--- src/pkg/pll_regs_map.svh ---
// Purpose: addresses, reset values and field positions of the pll bank
// Assumes: register addresses as printed, 8-bit data
// Notes: definitions only
// Behaviour
// - charge pump mode field, reset normal pumping
// - pll power-down field, reset asynchronous power-down
// - 14-bit reference divider, low reset one
// - 6-bit swallow counter, reset zero
// - 13-bit feedback counter, low reset three
`ifndef PLL_REGS_MAP_SVH
`define PLL_REGS_MAP_SVH

// register addresses
`define ADDR_CTRL_MAIN 10'h010
`define ADDR_REF_LOW 10'h011
`define ADDR_REF_HIGH 10'h012
`define ADDR_SWALLOW 10'h013
`define ADDR_FB_LOW 10'h014
`define ADDR_FB_HIGH 10'h015
`define ADDR_CTRL_CNT 10'h016

// reset values
`define RST_CTRL_MAIN 8'h7D
`define RST_REF_LOW 8'h01
`define RST_REF_HIGH 8'h00
`define RST_SWALLOW 8'h00
`define RST_FB_LOW 8'h03
`define RST_FB_HIGH 8'h00
`define RST_CTRL_CNT 8'h06

// field positions and widths
`define CHARGE_PUMP_MODE_MSB 3
`define CHARGE_PUMP_MODE_LSB 2
`define PD_MODE_MSB 1
`define PD_MODE_LSB 0
`define REF_HIGH_W 6
`define SWALLOW_W 6
`define FB_HIGH_W 5

// answer for an unmapped address
`define RDATA_NONE 8'h00

`endif

--- src/pkg/pll_regs_pkg.sv ---
// Purpose: types used by the pll register bank for its bytes and mode fields
// Assumes: enum order matches the two-bit field encodings
// Notes: nothing here is imported; users write the package name
package pll_regs_pkg;

    // charge pump operating mode, in field encoding order
    typedef enum logic [1:0] {
        CP_HIZ,
        CP_FORCE_SOURCE,
        CP_FORCE_SINK,
        CP_NORMAL
    } charge_pump_mode_e;

    // pll power-down mode, in field encoding order
    typedef enum logic [1:0] {
        PD_NORMAL,
        PD_ASYNC,
        PD_UNUSED,
        PD_SYNC
    } pd_mode_e;

    // register data word
    typedef logic [7:0] reg_byte_t;

endpackage

--- src/pkg/div_cfg_if.sv ---
// Purpose: carries ratio, hold and tick between the bank and a divider
// Assumes: single clock domain
// Notes: pulse is driven by the divider, the rest by the bank
interface div_cfg_if #(
    parameter int DIV_W = 20
);
    logic hold; // keep counter cleared
    logic [DIV_W-1:0] ratio; // division ratio, zero treated as one
    logic tick; // input event to count
    logic pulse; // one pulse per ratio ticks

    // bank side
    modport ctrl (
        output hold,
        output ratio,
        output tick,
        input pulse
    );

    // divider side
    modport div (
        input hold,
        input ratio,
        input tick,
        output pulse
    );
endinterface

--- src/core/pll_divider_control_regs.sv ---
// Purpose: pll control registers, mode decode and the two dividers
// Assumes: register port is the serial port's internal byte access
// Notes: prescaler ratio is a parameter; counter resets not modelled
`include "pll_regs_map.svh"

module pll_divider_control_regs #(
    parameter int ADDR_W = 10,
    parameter int DIV_W = 20,
    parameter int PRESCALE = 32
) (
    // clock, reset, enable
    input wire logic ref_clk,
    input wire logic rst_n,
    input wire logic ce,
    // register access from the serial control port
    input wire logic [ADDR_W-1:0] reg_addr,
    input wire logic reg_wr,
    input wire logic reg_rd,
    input wire logic [7:0] reg_wdata,
    output logic [7:0] reg_rdata,
    // clock events to divide
    input wire logic ref_tick,
    input wire logic fb_tick,
    // divider outputs
    output logic ref_div_pulse,
    output logic fb_div_pulse,
    // charge pump controls
    output logic cp_hiz,
    output logic cp_force_source,
    output logic cp_force_sink,
    output logic cp_normal,
    // power state
    output logic pll_pd_async,
    output logic pll_pd_sync,
    output logic pll_running
);

    // feedback ratio: prescaler times b plus a
    function automatic logic [DIV_W-1:0] fb_ratio(
        input logic [12:0] b_val,
        input logic [5:0] a_val
    );
        logic [31:0] prod;
        prod = PRESCALE * 32'(b_val) + 32'(a_val);
        return prod[DIV_W-1:0];
    endfunction

    // reset release through two flops
    logic rst_meta_reg;
    logic rst_sync_reg;

    always_ff @(posedge ref_clk or negedge rst_n) begin
        if (!rst_n) begin
            rst_meta_reg <= 1'b0;
            rst_sync_reg <= 1'b0;
        end else begin
            rst_meta_reg <= 1'b1;
            rst_sync_reg <= rst_meta_reg;
        end
    end

    // stored registers
    pll_regs_pkg::reg_byte_t ctrl_main_reg; // pump and power modes
    logic [7:0] ref_low_reg; // reference divider low
    logic [`REF_HIGH_W-1:0] ref_high_reg; // reference divider high
    logic [`SWALLOW_W-1:0] swallow_reg; // a counter
    logic [7:0] fb_low_reg; // b counter low
    logic [`FB_HIGH_W-1:0] fb_high_reg; // b counter high
    pll_regs_pkg::reg_byte_t ctrl_cnt_reg; // counter control byte

    // address decode
    wire sel_main = (reg_addr == `ADDR_CTRL_MAIN);
    wire sel_ref_low = (reg_addr == `ADDR_REF_LOW);
    wire sel_ref_high = (reg_addr == `ADDR_REF_HIGH);
    wire sel_swallow = (reg_addr == `ADDR_SWALLOW);
    wire sel_fb_low = (reg_addr == `ADDR_FB_LOW);
    wire sel_fb_high = (reg_addr == `ADDR_FB_HIGH);
    wire sel_cnt = (reg_addr == `ADDR_CTRL_CNT);

    // register writes
    always_ff @(posedge ref_clk or negedge rst_sync_reg) begin
        if (!rst_sync_reg) begin
            ctrl_main_reg <= `RST_CTRL_MAIN;
            ref_low_reg <= `RST_REF_LOW;
            ref_high_reg <= `REF_HIGH_W'(`RST_REF_HIGH);
            swallow_reg <= `SWALLOW_W'(`RST_SWALLOW);
            fb_low_reg <= `RST_FB_LOW;
            fb_high_reg <= `FB_HIGH_W'(`RST_FB_HIGH);
            ctrl_cnt_reg <= `RST_CTRL_CNT;
        end else if (ce && reg_wr) begin
            if (sel_main) ctrl_main_reg <= reg_wdata;
            if (sel_ref_low) ref_low_reg <= reg_wdata;
            // upper bits of narrow fields are dropped
            if (sel_ref_high) begin
                ref_high_reg <= reg_wdata[`REF_HIGH_W-1:0];
            end
            if (sel_swallow) begin
                swallow_reg <= reg_wdata[`SWALLOW_W-1:0];
            end
            if (sel_fb_low) fb_low_reg <= reg_wdata;
            if (sel_fb_high) begin
                fb_high_reg <= reg_wdata[`FB_HIGH_W-1:0];
            end
            if (sel_cnt) ctrl_cnt_reg <= reg_wdata;
        end
    end

    // read data selection, narrow fields zero-extended
    wire [7:0] rd_mux =
        sel_main ? ctrl_main_reg :
        sel_ref_low ? ref_low_reg :
        sel_ref_high ? 8'(ref_high_reg) :
        sel_swallow ? 8'(swallow_reg) :
        sel_fb_low ? fb_low_reg :
        sel_fb_high ? 8'(fb_high_reg) :
        sel_cnt ? ctrl_cnt_reg : `RDATA_NONE;

    // field views
    wire [1:0] cp_bits = ctrl_main_reg[`CHARGE_PUMP_MODE_MSB:`CHARGE_PUMP_MODE_LSB];
    wire [1:0] pd_bits = ctrl_main_reg[`PD_MODE_MSB:`PD_MODE_LSB];
    pll_regs_pkg::charge_pump_mode_e charge_pump_mode;
    pll_regs_pkg::pd_mode_e pd_mode;
    assign charge_pump_mode = pll_regs_pkg::charge_pump_mode_e'(cp_bits);
    assign pd_mode = pll_regs_pkg::pd_mode_e'(pd_bits);

    // assembled divider values
    wire [13:0] ref_value = {ref_high_reg, ref_low_reg};
    wire [12:0] fb_value = {fb_high_reg, fb_low_reg};

    // divider carriers
    div_cfg_if #(.DIV_W(DIV_W)) ref_cfg ();
    div_cfg_if #(.DIV_W(DIV_W)) fb_cfg ();

    // dividers held while the loop is down
    logic hold_reg;
    logic hold_next;

    // power-down: async holds at once, sync waits for a reference divider pulse
    always_comb begin
        case (pd_mode)
            pll_regs_pkg::PD_NORMAL: hold_next = 1'b0;
            pll_regs_pkg::PD_ASYNC: hold_next = 1'b1;
            pll_regs_pkg::PD_SYNC: begin
                hold_next = hold_reg | ref_cfg.pulse;
            end
            // undefined code keeps the loop down
            default: hold_next = 1'b1;
        endcase
    end

    assign ref_cfg.hold = hold_reg;
    assign ref_cfg.ratio = DIV_W'(ref_value);
    assign ref_cfg.tick = ref_tick;
    assign fb_cfg.hold = hold_reg;
    assign fb_cfg.ratio = fb_ratio(fb_value, swallow_reg);
    assign fb_cfg.tick = fb_tick;

    tick_divider #(.DIV_W(DIV_W)) u_ref_div (
        .ref_clk(ref_clk),
        .rst_n(rst_sync_reg),
        .ce(ce),
        .cfg(ref_cfg)
    );

    tick_divider #(.DIV_W(DIV_W)) u_fb_div (
        .ref_clk(ref_clk),
        .rst_n(rst_sync_reg),
        .ce(ce),
        .cfg(fb_cfg)
    );

    // output flops: read data, pump and power decode
    always_ff @(posedge ref_clk or negedge rst_sync_reg) begin
        if (!rst_sync_reg) begin
            hold_reg <= 1'b1;
            reg_rdata <= `RDATA_NONE;
            ref_div_pulse <= 1'b0;
            fb_div_pulse <= 1'b0;
            cp_hiz <= 1'b0;
            cp_force_source <= 1'b0;
            cp_force_sink <= 1'b0;
            cp_normal <= 1'b0;
            pll_pd_async <= 1'b0;
            pll_pd_sync <= 1'b0;
            pll_running <= 1'b0;
        end else if (ce) begin
            hold_reg <= hold_next;
            if (reg_rd) reg_rdata <= rd_mux;
            ref_div_pulse <= ref_cfg.pulse;
            fb_div_pulse <= fb_cfg.pulse;
            cp_hiz <= (charge_pump_mode == pll_regs_pkg::CP_HIZ);
            cp_force_source <= (charge_pump_mode == pll_regs_pkg::CP_FORCE_SOURCE);
            cp_force_sink <= (charge_pump_mode == pll_regs_pkg::CP_FORCE_SINK);
            cp_normal <= (charge_pump_mode == pll_regs_pkg::CP_NORMAL);
            pll_pd_async <= (pd_mode == pll_regs_pkg::PD_ASYNC);
            pll_pd_sync <= (pd_mode == pll_regs_pkg::PD_SYNC);
            pll_running <= !hold_reg;
        end
    end

endmodule

--- src/core/tick_divider.sv ---
// Purpose: counts input ticks and emits one pulse per programmed ratio
// Assumes: ticks are synchronous one-cycle enables on ref_clk
// Notes: a ratio of zero divides by one
module tick_divider #(
    parameter int DIV_W = 20
) (
    // clock, reset, enable
    input wire logic ref_clk,
    input wire logic rst_n,
    input wire logic ce,
    // configuration and event carrier
    div_cfg_if.div cfg
);

    logic [DIV_W-1:0] count_reg; // ticks seen in this period
    logic [DIV_W-1:0] count_next;
    logic pulse_reg; // output pulse flop
    logic pulse_next;
    wire [DIV_W-1:0] last_count; // count at which the period ends
    wire wrap; // this tick closes the period

    // zero ratio behaves as divide-by-one
    assign last_count = (cfg.ratio == '0) ? '0 : cfg.ratio - 1'b1;
    assign wrap = cfg.tick && (count_reg >= last_count);

    // next state of counter and pulse
    always_comb begin
        count_next = count_reg;
        pulse_next = 1'b0;
        if (cfg.hold) begin
            // held counters restart from zero
            count_next = '0;
        end else if (wrap) begin
            count_next = '0;
            pulse_next = 1'b1;
        end else if (cfg.tick) begin
            count_next = count_reg + 1'b1;
        end
    end

    // state flops, frozen while ce is low
    always_ff @(posedge ref_clk or negedge rst_n) begin
        if (!rst_n) begin
            count_reg <= '0;
            pulse_reg <= 1'b0;
        end else if (ce) begin
            count_reg <= count_next;
            pulse_reg <= pulse_next;
        end
    end

    assign cfg.pulse = pulse_reg;

endmodule

--- config.mk ---
export PLATFORM = sky130hd
export DESIGN_NAME = pll_divider_control_regs
export DESIGN_NICKNAME = d
export VERILOG_FILES = /design/src/pkg/pll_regs_pkg.sv /design/src/pkg/div_cfg_if.sv /design/src/core/pll_divider_control_regs.sv /design/src/core/tick_divider.sv
export VERILOG_INCLUDE_DIRS = /design/src /design/src/pkg
export SDC_FILE = /design/constraint.sdc
export NUM_CORES = 1
export LEC_CHECK = 0
export BUFFER_PORTS_ARGS = -buffer_cell sky130_fd_sc_hd__buf_2
export CORE_ASPECT_RATIO = 0.6
export CORE_MARGIN = 10
export CORE_UTILIZATION = 62
export CTS_CLUSTER_SIZE = 30
export DETAILED_ROUTE_END_ITERATION = 6
export PLACE_DENSITY = 0.9
export RECOVER_POWER = 100
export SLEW_MARGIN = 20
export SYNTH_ARGS = -nofsm -noshare
export SYNTH_HDL_FRONTEND = slang
export SYNTH_SLANG_ARGS = --single-unit
--- constraint.sdc ---
create_clock -name ref_clk -period 9.62 [get_ports ref_clk]
set_input_delay 1.924 -clock ref_clk [delete_from_list [all_inputs] [get_ports ref_clk]]
set_output_delay 1.924 -clock ref_clk [all_outputs]
set_load 0.05 [all_outputs]
## Word-level counts from Yosys, hierarchy flattened

Index checks and enable logic that the tools add are counted.

| cells by class | value |
|---|---|
| reductions and logical operators | 20 |
| add/sub/neg operators | 5 |
| magnitude comparators | 2 |
| bitwise gates (word level) | 1 |
| multiplexer cells | 20 |
| eq/ne operators | 12 |

Operators by type and width:

| cell | count |
|---|---|
| 2-to-1 mux 20 bit | 8 |
| == test 10 x 5 -> 1 bit, second input constant | 7 |
| 2-to-1 mux 8 bit | 7 |
| adder 20 x 1 -> 20 bit, second input constant | 2 |
| greater-or-equal comparator 20 bit | 2 |
| logical NOT 20 bit | 2 |
| AND reduction 2 bit | 10 |
| subtractor 19 x 1 -> 20 bit, second input constant | 1 |
| adder 18 x 6 -> 19 bit | 1 |
| subtractor 14 x 1 -> 15 bit, second input constant | 1 |
| == test 2 bit, second input constant | 3 |
| nonzero test 3 bit | 2 |
| == test 2 x 1 -> 1 bit, second input constant | 2 |
| logical NOT 2 bit | 2 |
| 2-to-1 mux 1 bit | 4 |
| logical AND 1 bit | 3 |
| case mux 1 bit (2 select lines) | 1 |
| logical NOT 1 bit | 1 |
| bitwise OR 1 bit | 1 |

| word-level totals | value |
|---|---|
| logic and storage cells | 84 |
| output and inout bits | 17 |
| register bits | 111 |

## Longest topological paths before layout

Gate-level depths: netlist (run 1).

| depth | value |
|---|---|
| depth in word-level cells | 8 |
| gate-level depth with buffers | 18 |

## Cells and area by module

A second synthesis (run 1) with hierarchy kept.

| unflattened totals | value |
|---|---|
| cells, all modules | 814 |
| area total of the unflattened synthesis | 7,664.9 um^2 |

By module, submodules not included:

| module | sequential area each (um^2) | cells an instance | times used | area each (um^2) |
|---|---|---|---|---|
| pll_divider_control_regs | 1,741.7 | 313 | 1 | 3,549.7 |
| tick_divider (u_ref_div) | 525.5 | 249 | 1 | 2,073.2 |
| tick_divider (u_fb_div) | 525.5 | 252 | 1 | 2,042.0 |

## Worst setup path after synthesis (run 1)

No wires, ideal clock.

| timing path | value |
|---|---|
| path kind | register -> register |
| start point | register fb_low_reg[0] |
| end point | register u_fb_div.count_reg[11] |
| required time | 9.504 ns |
| library setup time | 0.116 ns |
| data arrival time | 4.238 ns |
| clock period less this slack | 4.354 ns |
| setup slack | 5.266 ns |
| cell stages (with the launch flop) | 18 |
| cell sequence | dfstp_2 -> ha_1 -> ha_1 -> clkbuf_1 -> and2_1 -> a21oi_1 -> o22a_1 -> buf_1 -> nor4_1 -> nand2_1 -> o311ai_0 -> ha_1 -> a21o_1 -> a211oi_1 -> nand2_1 -> o31ai_2 -> nand2_1 -> o311ai_0 |

| between the ends | value |
|---|---|
| longest elaborated chain between the ends | 7 |
| elaborated cells between the ends (all ways) | 10 |
| those cells by class | 2 x add/sub; 1 x order compare; 3 x mux; 4 x reduce/logical |

RTL lines:

| element | line | source |
|---|---|---|
| start: declaration | pll_divider_control_regs.sv:67 | `logic [7:0] fb_low_reg;` |
| start signal: assignment | pll_divider_control_regs.sv:87 | `` fb_low_reg <= `RST_FB_LOW; `` |
| start signal: assignment | pll_divider_control_regs.sv:100 | `if (sel_fb_low) fb_low_reg <= reg_wdata;` |
| adder 18 x 6 -> 19 bit * | pll_divider_control_regs.sv:44 | `prod = PRESCALE * 32'(b_val) + 32'(a_val);` |
| subtractor 19 x 1 -> 20 bit or logical NOT 20 bit (tied branches) | tick_divider.sv:23 | `assign last_count = (cfg.ratio == '0) ? '0 : cfg.ratio - 1'b1;` |
| 2-to-1 mux 20 bit * | tick_divider.sv:23 |  |
| greater-or-equal comparator 20 bit * | tick_divider.sv:24 | `assign wrap = cfg.tick && (count_reg >= last_count);` |
| logical AND 1 bit * | tick_divider.sv:24 |  |
| nonzero test 3 bit (no line) or 2-to-1 mux 20 bit (tied branches) | n/a |  |
| AND reduction 2 bit (no line) or 2-to-1 mux 20 bit (tied branches) | n/a |  |
| end signal: assignment | tick_divider.sv:47 | `count_reg <= count_next;` |
| end: declaration | tick_divider.sv:15 | `logic [DIV_W-1:0] count_reg;` |

Mark *: on every way between the ends. The rest lies on a longest branch, timed or not.
A chain may end at the register's enable or synchronous reset.

## Worst setup path after layout (run 1)

| timing path | value |
|---|---|
| start point | register fb_low_reg[0] |
| end point | register u_fb_div.count_reg[6] |

The elaborated chain is that of the path after synthesis.

==> summary.md, run 1 <==
| Metric | Value |
|---|---|
| CTS H-tree lvls | `3` |
| DR vias | `6,693` |
| Setup TNS | `0 ps` |
| Drt pass-1 iters | `6` |
| Final Hold Vio Count | `0` |
| Initial Util | `0.628` |
| Final period util | `0.595` |
| GRT busiest layer | `met1` |
| Grt met1 use | `0.347` |
| RSZ-0062 raised after global routing | `false` |
| Layout fillers | `979` |
| Clock Sinks | `111` |
| Dpl cell area | `just under 8000 um2` |
| Core area | `11,900 um2` |
| Critical path peak fanout | `25` |
| Port bufs | `41` |
| # resized after CTS | `0` |
| Gr usage total | `0.227` |
| Max-cap viol count | `3` |
| Nature of the critical path startpoint | `flip-flop` |
| Clock-pin slew on the worst setup and hold paths | `70 ps` |
| CTS Root Buffer Type | `clkbuf_16` |
| Chip Width | `162 um` |
| FP Rows | `31` |
| Max Fclk | `around 170 MHz` |
| Routed WL | `between 15,000 and 20,000 um` |
| Worst hold path class | `flip-flop to flip-flop` |
| Dpl hpwl | `14,500 um` |
| Setup Fix Bufs, Post-CTS | `0` |
| Grt ovf | `0` |
| Max-slew violation count | `112` |
| Clk_skew | `8.76 ps` |
| Failing checks | `capacitance limit, slew limit` |
| Pleak | `3.50 nW` |
| Final GP Congestion | `between 0.9 and 1` |
| Met2 GRT Util | `0.315` |
| ANT cells | `0` |
| Worst vdd ir | `around 93 uV` |
| Seq/Total Area, Yosys | `0.372` |
| Global-route wire length before repair | `about 32,000 um` |
| Post-synth EDFFs | `0` |
| CP required | `about 10000 ps` |
| # DRC | `0` |
| Hold_ws | `approximately 360 ps` |
| Setup CP Type | `flip-flop to flip-flop` |
| Antenna violations before repair | `0` |
| Post-synthesis cell count | `~820` |
| Design area | `roughly 8000 um2` |
| Clk_lat worst skew | `360 ps` |
| Final setup fails | `0` |
| Ys async rst share | `1.00` |
| Drt wl/cell | `approximately 19 um` |
| Post-CTS Hold Buffers | `0` |
| Mapped cell area | `approximately 7500 um2` |
| Fin cells | `between 1,000 and 1,500` |
| Synth top area cells | `dfrtp_1 33%, ha_1 7.8%, mux2_2 6.8%, nand2_1 5.8%, dfstp_2 4.2%` |
| Synth warn | `0` |
| CTS tree | `built` |
| I/O pin cnt | `42` |
| Die Ht | `around 110 um` |
| Yosys cell types | `slightly above 70` |
| Placed insts | `between 1,000 and 1,500` |
| PwrDens | `between 100 and 150 nW/um2` |
| Max-Slew Margin vs Limit | `-1.45` |
| Data arrival at the endpoint of the critical path | `approximately 6000 ps` |
| Post-synthesis register bit count | `approximately 110` |
| Status | `complete, but fails checks` |
| Yosys top cell by area | `dfrtp_1` |
| Num CTS Buffers | `9` |
| Crit. End Element | `flip-flop` |
| Via density | `6.57` |
| Clock Path Buffers | `2` |
| DRT antenna net count | `0` |
| Die area | `approximately 17,000 um2` |
| Initial DRC count | `between 800 and 900` |
| Yosys top cell area share | `0.330` |
| Layout area overhead | `7.04%` |
| Vias in the first global route | `about 6,200` |
| Pin count of the biggest net entering global routing | `70` |
| Main synth FF type | `dfrtp_1` |
| Nets | `roughly 900` |
| Syn avg cell area | `9.12 um2` |
| Met3 GRT Util | `0.0466` |
| Worst Max-Slew Pin Slew | `3680 ps` |
| Fraction of layout cells with a size suffix above 1 | `0.125` |
| Min cycle time layout | `approximately 5700 ps` |
==> power by group <==
group / total (mW) / leakage [nW] / switching, mW / internal, mW
registers: 0.493 / 1.45 / 0.0160 / 0.477
logic: 0.104 / 1.91 / 0.0713 / 0.0331
clock network: 0.374 / 0.151 / 0.174 / 0.200
==> cells in the mapped netlist, types with 11 or more instances <==
cell,instances
nor2_1,32
o311ai_0,12
nor3_1,19
dfrtp_1,99
mux2_2,45
and3_1,14
nand4_1,25
nand3_1,32
clkbuf_1,24
dfstp_2,12
xnor2_1,15
ha_1,47
and2_1,11
a31oi_1,20
mux2i_1,12
a21oi_1,30
nor4_1,11
o21ai_0,53
inv_1,28
nand2_1,116
==> placed cells by master (no fill, tap or decap), types with 9 or more instances in the layout <==
master,Yosys,final
clkbuf_1,24,22
nor4_1,11,11
nor3_1,19,20
o21ai_0,53,57
mux2i_1,12,12
clkbuf_16,0,9
mux2_2,45,43
nand4_1,25,25
or3_1,10,10
a21oi_1,30,30
nand2_1,116,116
dfstp_2,12,11
nor2_1,32,33
o311ai_0,12,13
xor2_1,10,10
ha_1,47,47
nand3_1,32,33
xnor2_1,15,15
dfrtp_1,99,99
and3_1,14,14
inv_1,28,28
buf_2,7,22
a31oi_1,20,20
==> routing by layer <==
layer	share of wire	vias up
li1	-	3128
met4	0.016	0
met5	0	-
met1	0.47	3149
met3	0.10	34
met2	0.41	382
==> path summary, 6_finish.rpt <==
| path | start | cells after the start | endpoint | slack (ps) |
|---|---|---|---|---|
| max | fb_low_reg[0] | 16 | u_fb_div.count_reg[6] | 3900 |
| min | rst_meta_reg | 0 | rst_sync_reg | 360 |
| max reg2reg | fb_low_reg[0] | 16 | u_fb_div.count_reg[6] | 3900 |
| min reg2reg | rst_meta_reg | 0 | rst_sync_reg | 360 |
| max in group asynchronous | rst_sync_reg | 1 | pll_pd_async | 4720 |
| min in group asynchronous | rst_sync_reg | 0 | ctrl_cnt_reg[7] | 690 |
==> worst max-delay path: stages (launching register included) <==
cell,delay [ps]
dfstp_1,550
ha_1,230
ha_1,330
and2_0,170
a21oi_1,70
o22a_1,360
nor4_1,430
nand2_1,140
o311ai_0,440
ha_1,340
a21o_1,200
a211oi_1,290
nand2_1,80
o31ai_1,250
clkbuf_1,800
nand2_1,420
o311ai_0,480
==> cells by family (layout without fill, tap and decap cells) <==
kind of cell,after synthesis,after routing,share of synthesized area
adder cells (fa/ha/maj),47,47,0.0784
flip-flops,111,111,0.372
XOR/XNOR,25,25,0.0292
multiplexers,58,58,0.0850
AND/OR/NAND/NOR,322,322,0.226
AO/OA/AOI/OAI,195,195,0.174
other,1,7,0.000500
buffers and inverters,64,89,0.0347
==> stage by stage <==
step / setup slack (ps) / util / power, mW
floorplan: 5270 / - / 0.571
global placement: 5010 / 0.654 / 0.603
detailed placement: 4700 / 0.655 / 0.608
CTS: 4730 / 0.680 / 0.978
global route: 3430 / 0.672 / 1.01
finish: 3900 / 0.672 / 0.971
==> layout make-up <==
cell class | count | area [um2] | share of cell area
Inverter | 28 | 105 | 0.0131
Sequential cell | 111 | 2790 | 0.348
Clock buffer | 12 | 267 | 0.0332
Timing Repair Buffer | 45 | 200 | 0.0249
Clock inverter | 4 | 37.5 | 0.00467
Multi-Input combinational cell | 654 | 4420 | 0.551
Tap cell | 165 | 206 | 0.0257
Power figures use the tool's default switching activity.
==> run 2: changes to the inputs <==
- ABC_AREA: not set -> 1
- CORE_UTILIZATION: 62 -> 56
- PLACE_DENSITY: 0.9 -> 0.86
- clock period: 9.62 -> 4.79 ns (I/O delays scaled with it)
==> run 2 against run 1 <==
  * The run still ends with capacitance limit, slew limit left
  * Clock power grew 95%
  * Sequential share of layout area decreased by 1.8 points
  * Cell count is 34% higher
  * Utilization down 5.3 points
  * Synthesized area increased by 4.3%
  * Critical path depth increased by 6
  * Synthesized cell count increased by 36%
==> summary.md, run 2 <==
| Metric | Value |
|---|---|
| Drt pass-1 iters | `5` |
| Crit. End Element | `flip-flop` |
| CTS tree | `built` |
| Seq/Total Area, Yosys | `0.357` |
| Post-synth EDFFs | `0` |
| Most frequent cells in the layout | `351 x nand2_1, 125 x inv_1, 104 x nor2_1` |
| Initial Util | `0.573` |
| PwrDens | `about 230 nW/um2` |
| Clock Sinks | `111` |
| Pleak | `4.15 nW` |
| Clk_skew | `between 9 and 10 ps` |
| Max-Slew Margin vs Limit | `-0.818` |
| Clk_lat worst skew | `360 ps` |
| FP Rows | `33` |
| Failing checks | `capacitance limit, slew limit` |
| Max Fclk | `~240 MHz` |
| Count leader, synth | `nand2_1` |
| Main synth FF type | `dfrtp_1` |
| Clock Path Buffers | `2` |
| Setup CP Type | `flip-flop to flip-flop` |
| Yosys cell types | `45` |
| Commonest cells post-synth | `351 x nand2_1, 123 x inv_1, 102 x nor2_1, 99 x dfrtp_1, 99 x o21ai_0` |
| Nets | `between 1,000 and 1,500` |
| Nature of the critical path startpoint | `flip-flop` |
| Combinational Power Share | `0.115` |
| Num CTS Buffers | `9` |
| Sw frac | `0.283` |
| Min cycle time layout | `4120 ps` |
| Port bufs | `between 40 and 50` |
| Synth warn | `0` |
| Die Ht | `112 um` |
| Antenna violations before repair | `0` |
| Gr usage total | `0.221` |
| Grt ovf | `0` |
| Max-slew violation count | `50` |
| Syn avg cell area | `~7.0 um2` |
| Yosys top cell by area | `dfrtp_1` |
| Clock share of power | `0.378` |
| Drt wl/cell | `approximately 16 um` |
| Setup TNS | `0 ps` |
| Post-synthesis register bit count | `~110` |
| Synth top area cells | `dfrtp_1 32%, nand2_1 17%, ha_1 7.5%, o21ai_0 6.3%, inv_1 5.9%` |
| Multi-input gate area | `between 4000 and 5000 um2` |
| Dpl hpwl | `around 17,000 um` |
| P_int | `roughly 1.4 mW` |
| Chip Width | `roughly 170 um` |
| I/O pin cnt | `42` |
| Post-synthesis cell count | `between 1,000 and 1,500` |
| Routed WL | `around 22,000 um` |
| Layout area overhead | `8.12%` |
| Final setup fails | `0` |
| Initial DRC count | `roughly 1,100` |
| Max-cap viol count | `1` |
| Global-route wire length before repair | `roughly 35,000 um` |
| Setup Fix Bufs, Post-CTS | `0` |
| Status | `complete, but fails checks` |
| FF-to-FF setup slack | `670 ps` |
| Die area | `19,300 um2` |
| Final Hold Vio Count | `0` |
| ANT cells | `0` |
| Clock-pin slew on the worst setup and hold paths | `80 ps` |
| Most common cell after layout, fill and taps aside | `nand2_1` |
| Ys async rst share | `1.00` |
| Layout fillers | `1,198` |
| Hold_ws | `about 350 ps` |
| CP required | `around 5100 ps` |
| Worst Max-Slew Pin Slew | `2730 ps` |
| Storage element area | `about 2800 um2` |
| Core area | `~14,000 um2` |
| Yosys top cell area share | `0.317` |
| Mapped cell area | `around 7800 um2` |
| Final period util | `0.860` |
| CTS Root Buffer Type | `clkbuf_16` |
| Via density | `5.54` |
| Data arrival at the endpoint of the critical path | `~4400 ps` |
| # resized after CTS | `0` |
| # DRC | `0` |
| Post-CTS Hold Buffers | `0` |
| Vias in the first global route | `6,797` |
| Worst hold path class | `flip-flop to flip-flop` |
| RSZ-0062 raised after global routing | `false` |
| Pin count of the biggest net entering global routing | `80` |
| Part of the power in registers | `0.507` |
| Final GP Congestion | `slightly below 1` |
| DRT antenna net count | `0` |
| DR vias | `approximately 7,500` |
| CTS H-tree lvls | `3` |
| Worst vdd ir | `between 150 and 200 uV` |
| Critical path peak fanout | `21` |
| Sw Pwr | `between 0.5 and 0.6 mW` |
| Fraction of layout cells with a size suffix above 1 | `0.0753` |
## run 2: final timing paths
kind,startpoint,end,depth (start not counted)
setup / recovery,fb_low_reg[0],u_fb_div.count_reg[2],22
hold / removal,rst_meta_reg,rst_sync_reg,0
setup reg to reg,fb_low_reg[0],u_fb_div.count_reg[2],22
hold reg to reg,rst_meta_reg,rst_sync_reg,0
max in group asynchronous,rst_sync_reg,fb_cfg.hold,2
min in group asynchronous,rst_n,rst_sync_reg,1
## run 2: kinds of logic (layout without fill, tap and decap cells)
family                   after synthesis  after routing  synth area share
AO/OA/AOI/OAI                        164            164             0.113
adder cells (fa/ha/maj)               47             47            0.0752
buffers and inverters                150            190            0.0744
flip-flops                           111            111             0.357
other                                  1              7          0.000479
XOR/XNOR                              26             26            0.0291
AND/OR/NAND/NOR                      624            624             0.351
## run 2: final cells by class
cell class / instances / share of cell area
Tap cell: 192 / 0.0284
Clock inverter: 6 / 0.00680
Timing Repair Buffer: 44 / 0.0234
Clock buffer: 10 / 0.0271
Inverter: 130 / 0.0580
Multi-Input combinational cell: 868 / 0.526
Sequential cell: 111 / 0.330
## run 2: stage by stage
stage / util / total power, mW / setup slack, ps / area, um2 / instances
detailed placement: 0.601 / 1.22 / 903 / 8220 / 1344
global route: 0.619 / 2.01 / 176 / 8460 / 1361
global placement: 0.601 / 1.21 / 980 / 8220 / 1344
CTS: 0.622 / 1.94 / 878 / 8510 / 1360
floorplan: - / 1.15 / 1490 / 7850 / 1129
finish: 0.619 / 1.93 / 669 / 8460 / 1361
## run 2: worst max-delay path: stages (launching register included)
cell      delay [ps]
dfstp_1          550
ha_1             240
ha_1             230
nand3_2          100
nor2_1           270
nand2_1           90
nand2_1           70
nand2_1          130
inv_1            170
nand2_2           80
nor2_4           130
nand3_4          240
nand3_1          200
ha_1             250
nand2_1           70
inv_1             30
o21bai_1         110
nand2_1           60
a21oi_1          130
nand4_1          100
nand2_1          530
nand3_1          150
nand2_1          110
## run 2: power groups by stage
stage               clock network, mW  logic (mW)  registers (mW)
finish                          0.730       0.222           0.979
global route                    0.771       0.253           0.983
CTS                             0.738       0.212           0.988
detailed placement                  0       0.211            1.01
global placement                    0       0.206            1.00
floorplan                           0       0.142            1.01
## run 2: layer usage
layer | routed length [um] | share of wire | global-route usage | vias up
met1 | 10800 | 0.50 | 0.353 | 3402
met5 | 0 | 0 | 0.0294 | -
li1 | - | - | - | 3739
met3 | 2650 | 0.12 | 0.0631 | 28
met4 | 241 | 0.011 | 0.0335 | 0
met2 | 7840 | 0.36 | 0.281 | 369
==> run 3: changes to the inputs <==
- CORE_UTILIZATION: 56 -> 58
- CTS_BUF_LIST: not set -> sky130_fd_sc_hd__clkbuf_4
- PLACE_DENSITY: 0.86 -> 0.88
==> run 3 against run 2 <==
  * The run still ends with capacitance limit, slew limit left
  * Final area down 1.8%
  * Sequential cell count unchanged
  * Clock power down 31%
  * Clock skew up 13 ps
==> summary.md, run 3 (same netlist as run 2, synthesis figures left out) <==
| Metric | Value |
|---|---|
| Post-CTS Hold Buffers | `0` |
| Most common cell after layout, fill and taps aside | `nand2_1` |
| Setup TNS | `0 ps` |
| Dpl hpwl | `around 17,000 um` |
| Antenna violations before repair | `0` |
| Worst hold path class | `input pin to asynchronous set/reset pin` |
| Setup CP Type | `flip-flop to flip-flop` |
| Final Hold Vio Count | `0` |
| Max-Slew Margin vs Limit | `-1.00` |
| Design area | `8310 um2` |
| Placed insts | `roughly 1,300` |
| Port bufs | `between 40 and 50` |
| Routed WL | `21,200 um` |
| Layout area overhead | `6.14%` |
| Storage element area | `~2800 um2` |
| Die Ht | `about 110 um` |
| Crit. End Element | `flip-flop` |
| Core area | `13,000 um2` |
| Slowest cell on crit path | `nor3_1` |
| # resized after CTS | `0` |
| Most frequent cells in the layout | `351 x nand2_1, 124 x inv_1, 103 x nor2_1` |
| Hold_ws | `219 ps` |
| Layout fillers | `roughly 1,100` |
| CTS Root Buffer Type | `clkbuf_4` |
| Initial DRC count | `a little over 1,000` |
| CTS H-tree lvls | `3` |
| ANT cells | `0` |
| Drt wl/cell | `between 15 and 20 um` |
| Top cell family by delay on the critical path | `simple AND/OR/NAND/NOR gates` |
| Worst path bufs/invs | `1` |
| Initial Util | `0.601` |
| Global-route wire length before repair | `~35,000 um` |
| Setup ws final | `between 700 and 800 ps` |
| Max Fclk | `250 MHz` |
| Critical path peak fanout | `21` |
| Drt pass-1 iters | `5` |
| Vias in the first global route | `around 6,800` |
| Clock-pin slew on the worst setup and hold paths | `approximately 180 ps` |
| DRT antenna net count | `0` |
| Total Power | `1.71 mW` |
| Pleak | `a little over 4 nW` |
| Wire length on met1 | `10,300 um` |
| Max-slew violation count | `between 50 and 60` |
| Clk_lat worst skew | `between 400 and 500 ps` |
| Worst vdd ir | `between 100 and 150 uV` |
| Post-route core utilization | `0.638` |
| DR vias | `~7,700` |
| Die area | `18,700 um2` |
| Multi-input gate area | `approximately 4500 um2` |
| Status | `complete, but fails checks` |
| Via density | `5.75` |
| Final setup fails | `0` |
| DP Worst Slack | `approximately 870 ps` |
| Clock Sinks | `~110` |
| Min cycle time layout | `around 4000 ps` |
| Cells along the critical path | `ha_1 > ha_1 > nor2_1 > inv_1 > nor3_1 > nand2_1 > xor2_1 > nand2_2 > ha_1 > nand2_1 > nor2_1 > nand2_1 > nor2_1 > nand2_1 > nand4_1 > nand2_1 > o21ai_0` |
| Most used cell, CP | `nand2_1` |
| Clk_skew | `about 22 ps` |
| Fraction of layout cells with a size suffix above 1 | `0.0778` |
| Nature of the critical path startpoint | `flip-flop` |
| Num CTS Buffers | `9` |
| Max-cap viol count | `1` |
| Dpl cell area | `around 8200 um2` |
| Final GP Congestion | `between 0.9 and 1` |
| Data arrival at the endpoint of the critical path | `4410 ps` |
| Grt ovf | `0` |
| CTS tree | `built` |
| Failing checks | `capacitance limit, slew limit` |
| Worst Max-Slew Pin Slew | `3000 ps` |
| Clock Path Buffers | `2` |
| Setup Fix Bufs, Post-CTS | `0` |
| Met3 WL | `just over 3000 um` |
| Final period util | `0.836` |
| Nets | `roughly 1,200` |
| Fin cells | `1,339` |
| Gr usage total | `0.232` |
| Chip Width | `170 um` |
| Max stage delay on crit path | `around 610 ps` |
| I/O pin cnt | `42` |
| Top Layer Used | `met5` |
| Pin count of the biggest net entering global routing | `~80` |
| # DRC | `0` |
| CP required | `5200 ps` |
| RSZ-0062 raised after global routing | `false` |
| FP Rows | `32` |
| PwrDens | `just over 200 nW/um2` |
| Routed met2 length | `between 7000 and 8000 um` |
-- run 3: layout make-up --
class                      count  area share
inverter                     130      0.0591
sequential                   111       0.336
multi-input combinational    868       0.536
tap                          170      0.0256
timing repair buffer          44      0.0238
clock buffer                  10     0.00904
clock inverter                 6     0.00979
-- run 3: layer usage --
metal	vias to the layer above	global-route usage
li1	3734	-
met1	3493	0.366
met2	441	0.293
met3	30	0.0738
met4	2	0.0430
met5	-	0.0153
-- run 3: path summary, 6_finish.rpt --
check                         startpoint                endpoint  slack (ps)  cells past startpoint
setup / recovery           fb_low_reg[0]      u_fb_div.cfg.pulse         790                     17
hold / removal                     rst_n            rst_meta_reg         220                      1
setup reg to reg           fb_low_reg[0]      u_fb_div.cfg.pulse         790                     17
hold reg to reg             rst_sync_reg            reg_rdata[6]         370                      0
max in group asynchronous   rst_sync_reg  u_fb_div.count_reg[12]        1120                      1
min in group ref_clk        rst_meta_reg            rst_sync_reg         370                      0
-- run 3: worst register-to-register path, stage by stage, from the launching register on --
cell and delay (ps):
dfstp_1 570, ha_1 250, ha_1 290, nor2_1 120
inv_1 60, nor3_1 610, nand2_1 160, xor2_1 210
nand2_2 60, ha_1 290, nand2_1 70, nor2_1 170
nand2_1 70, nor2_1 100, nand2_1 60, nand4_1 100
nand2_1 440, o21ai_0 330
-- run 3: power by group --
part | internal [mW] | switching (mW) | leakage (nW)
clock network | 0.175 | 0.329 | 0.0843
registers | 0.956 | 0.0229 | 1.47
logic | 0.0685 | 0.161 | 2.55
total | 1.20 | 0.512 | 4.10
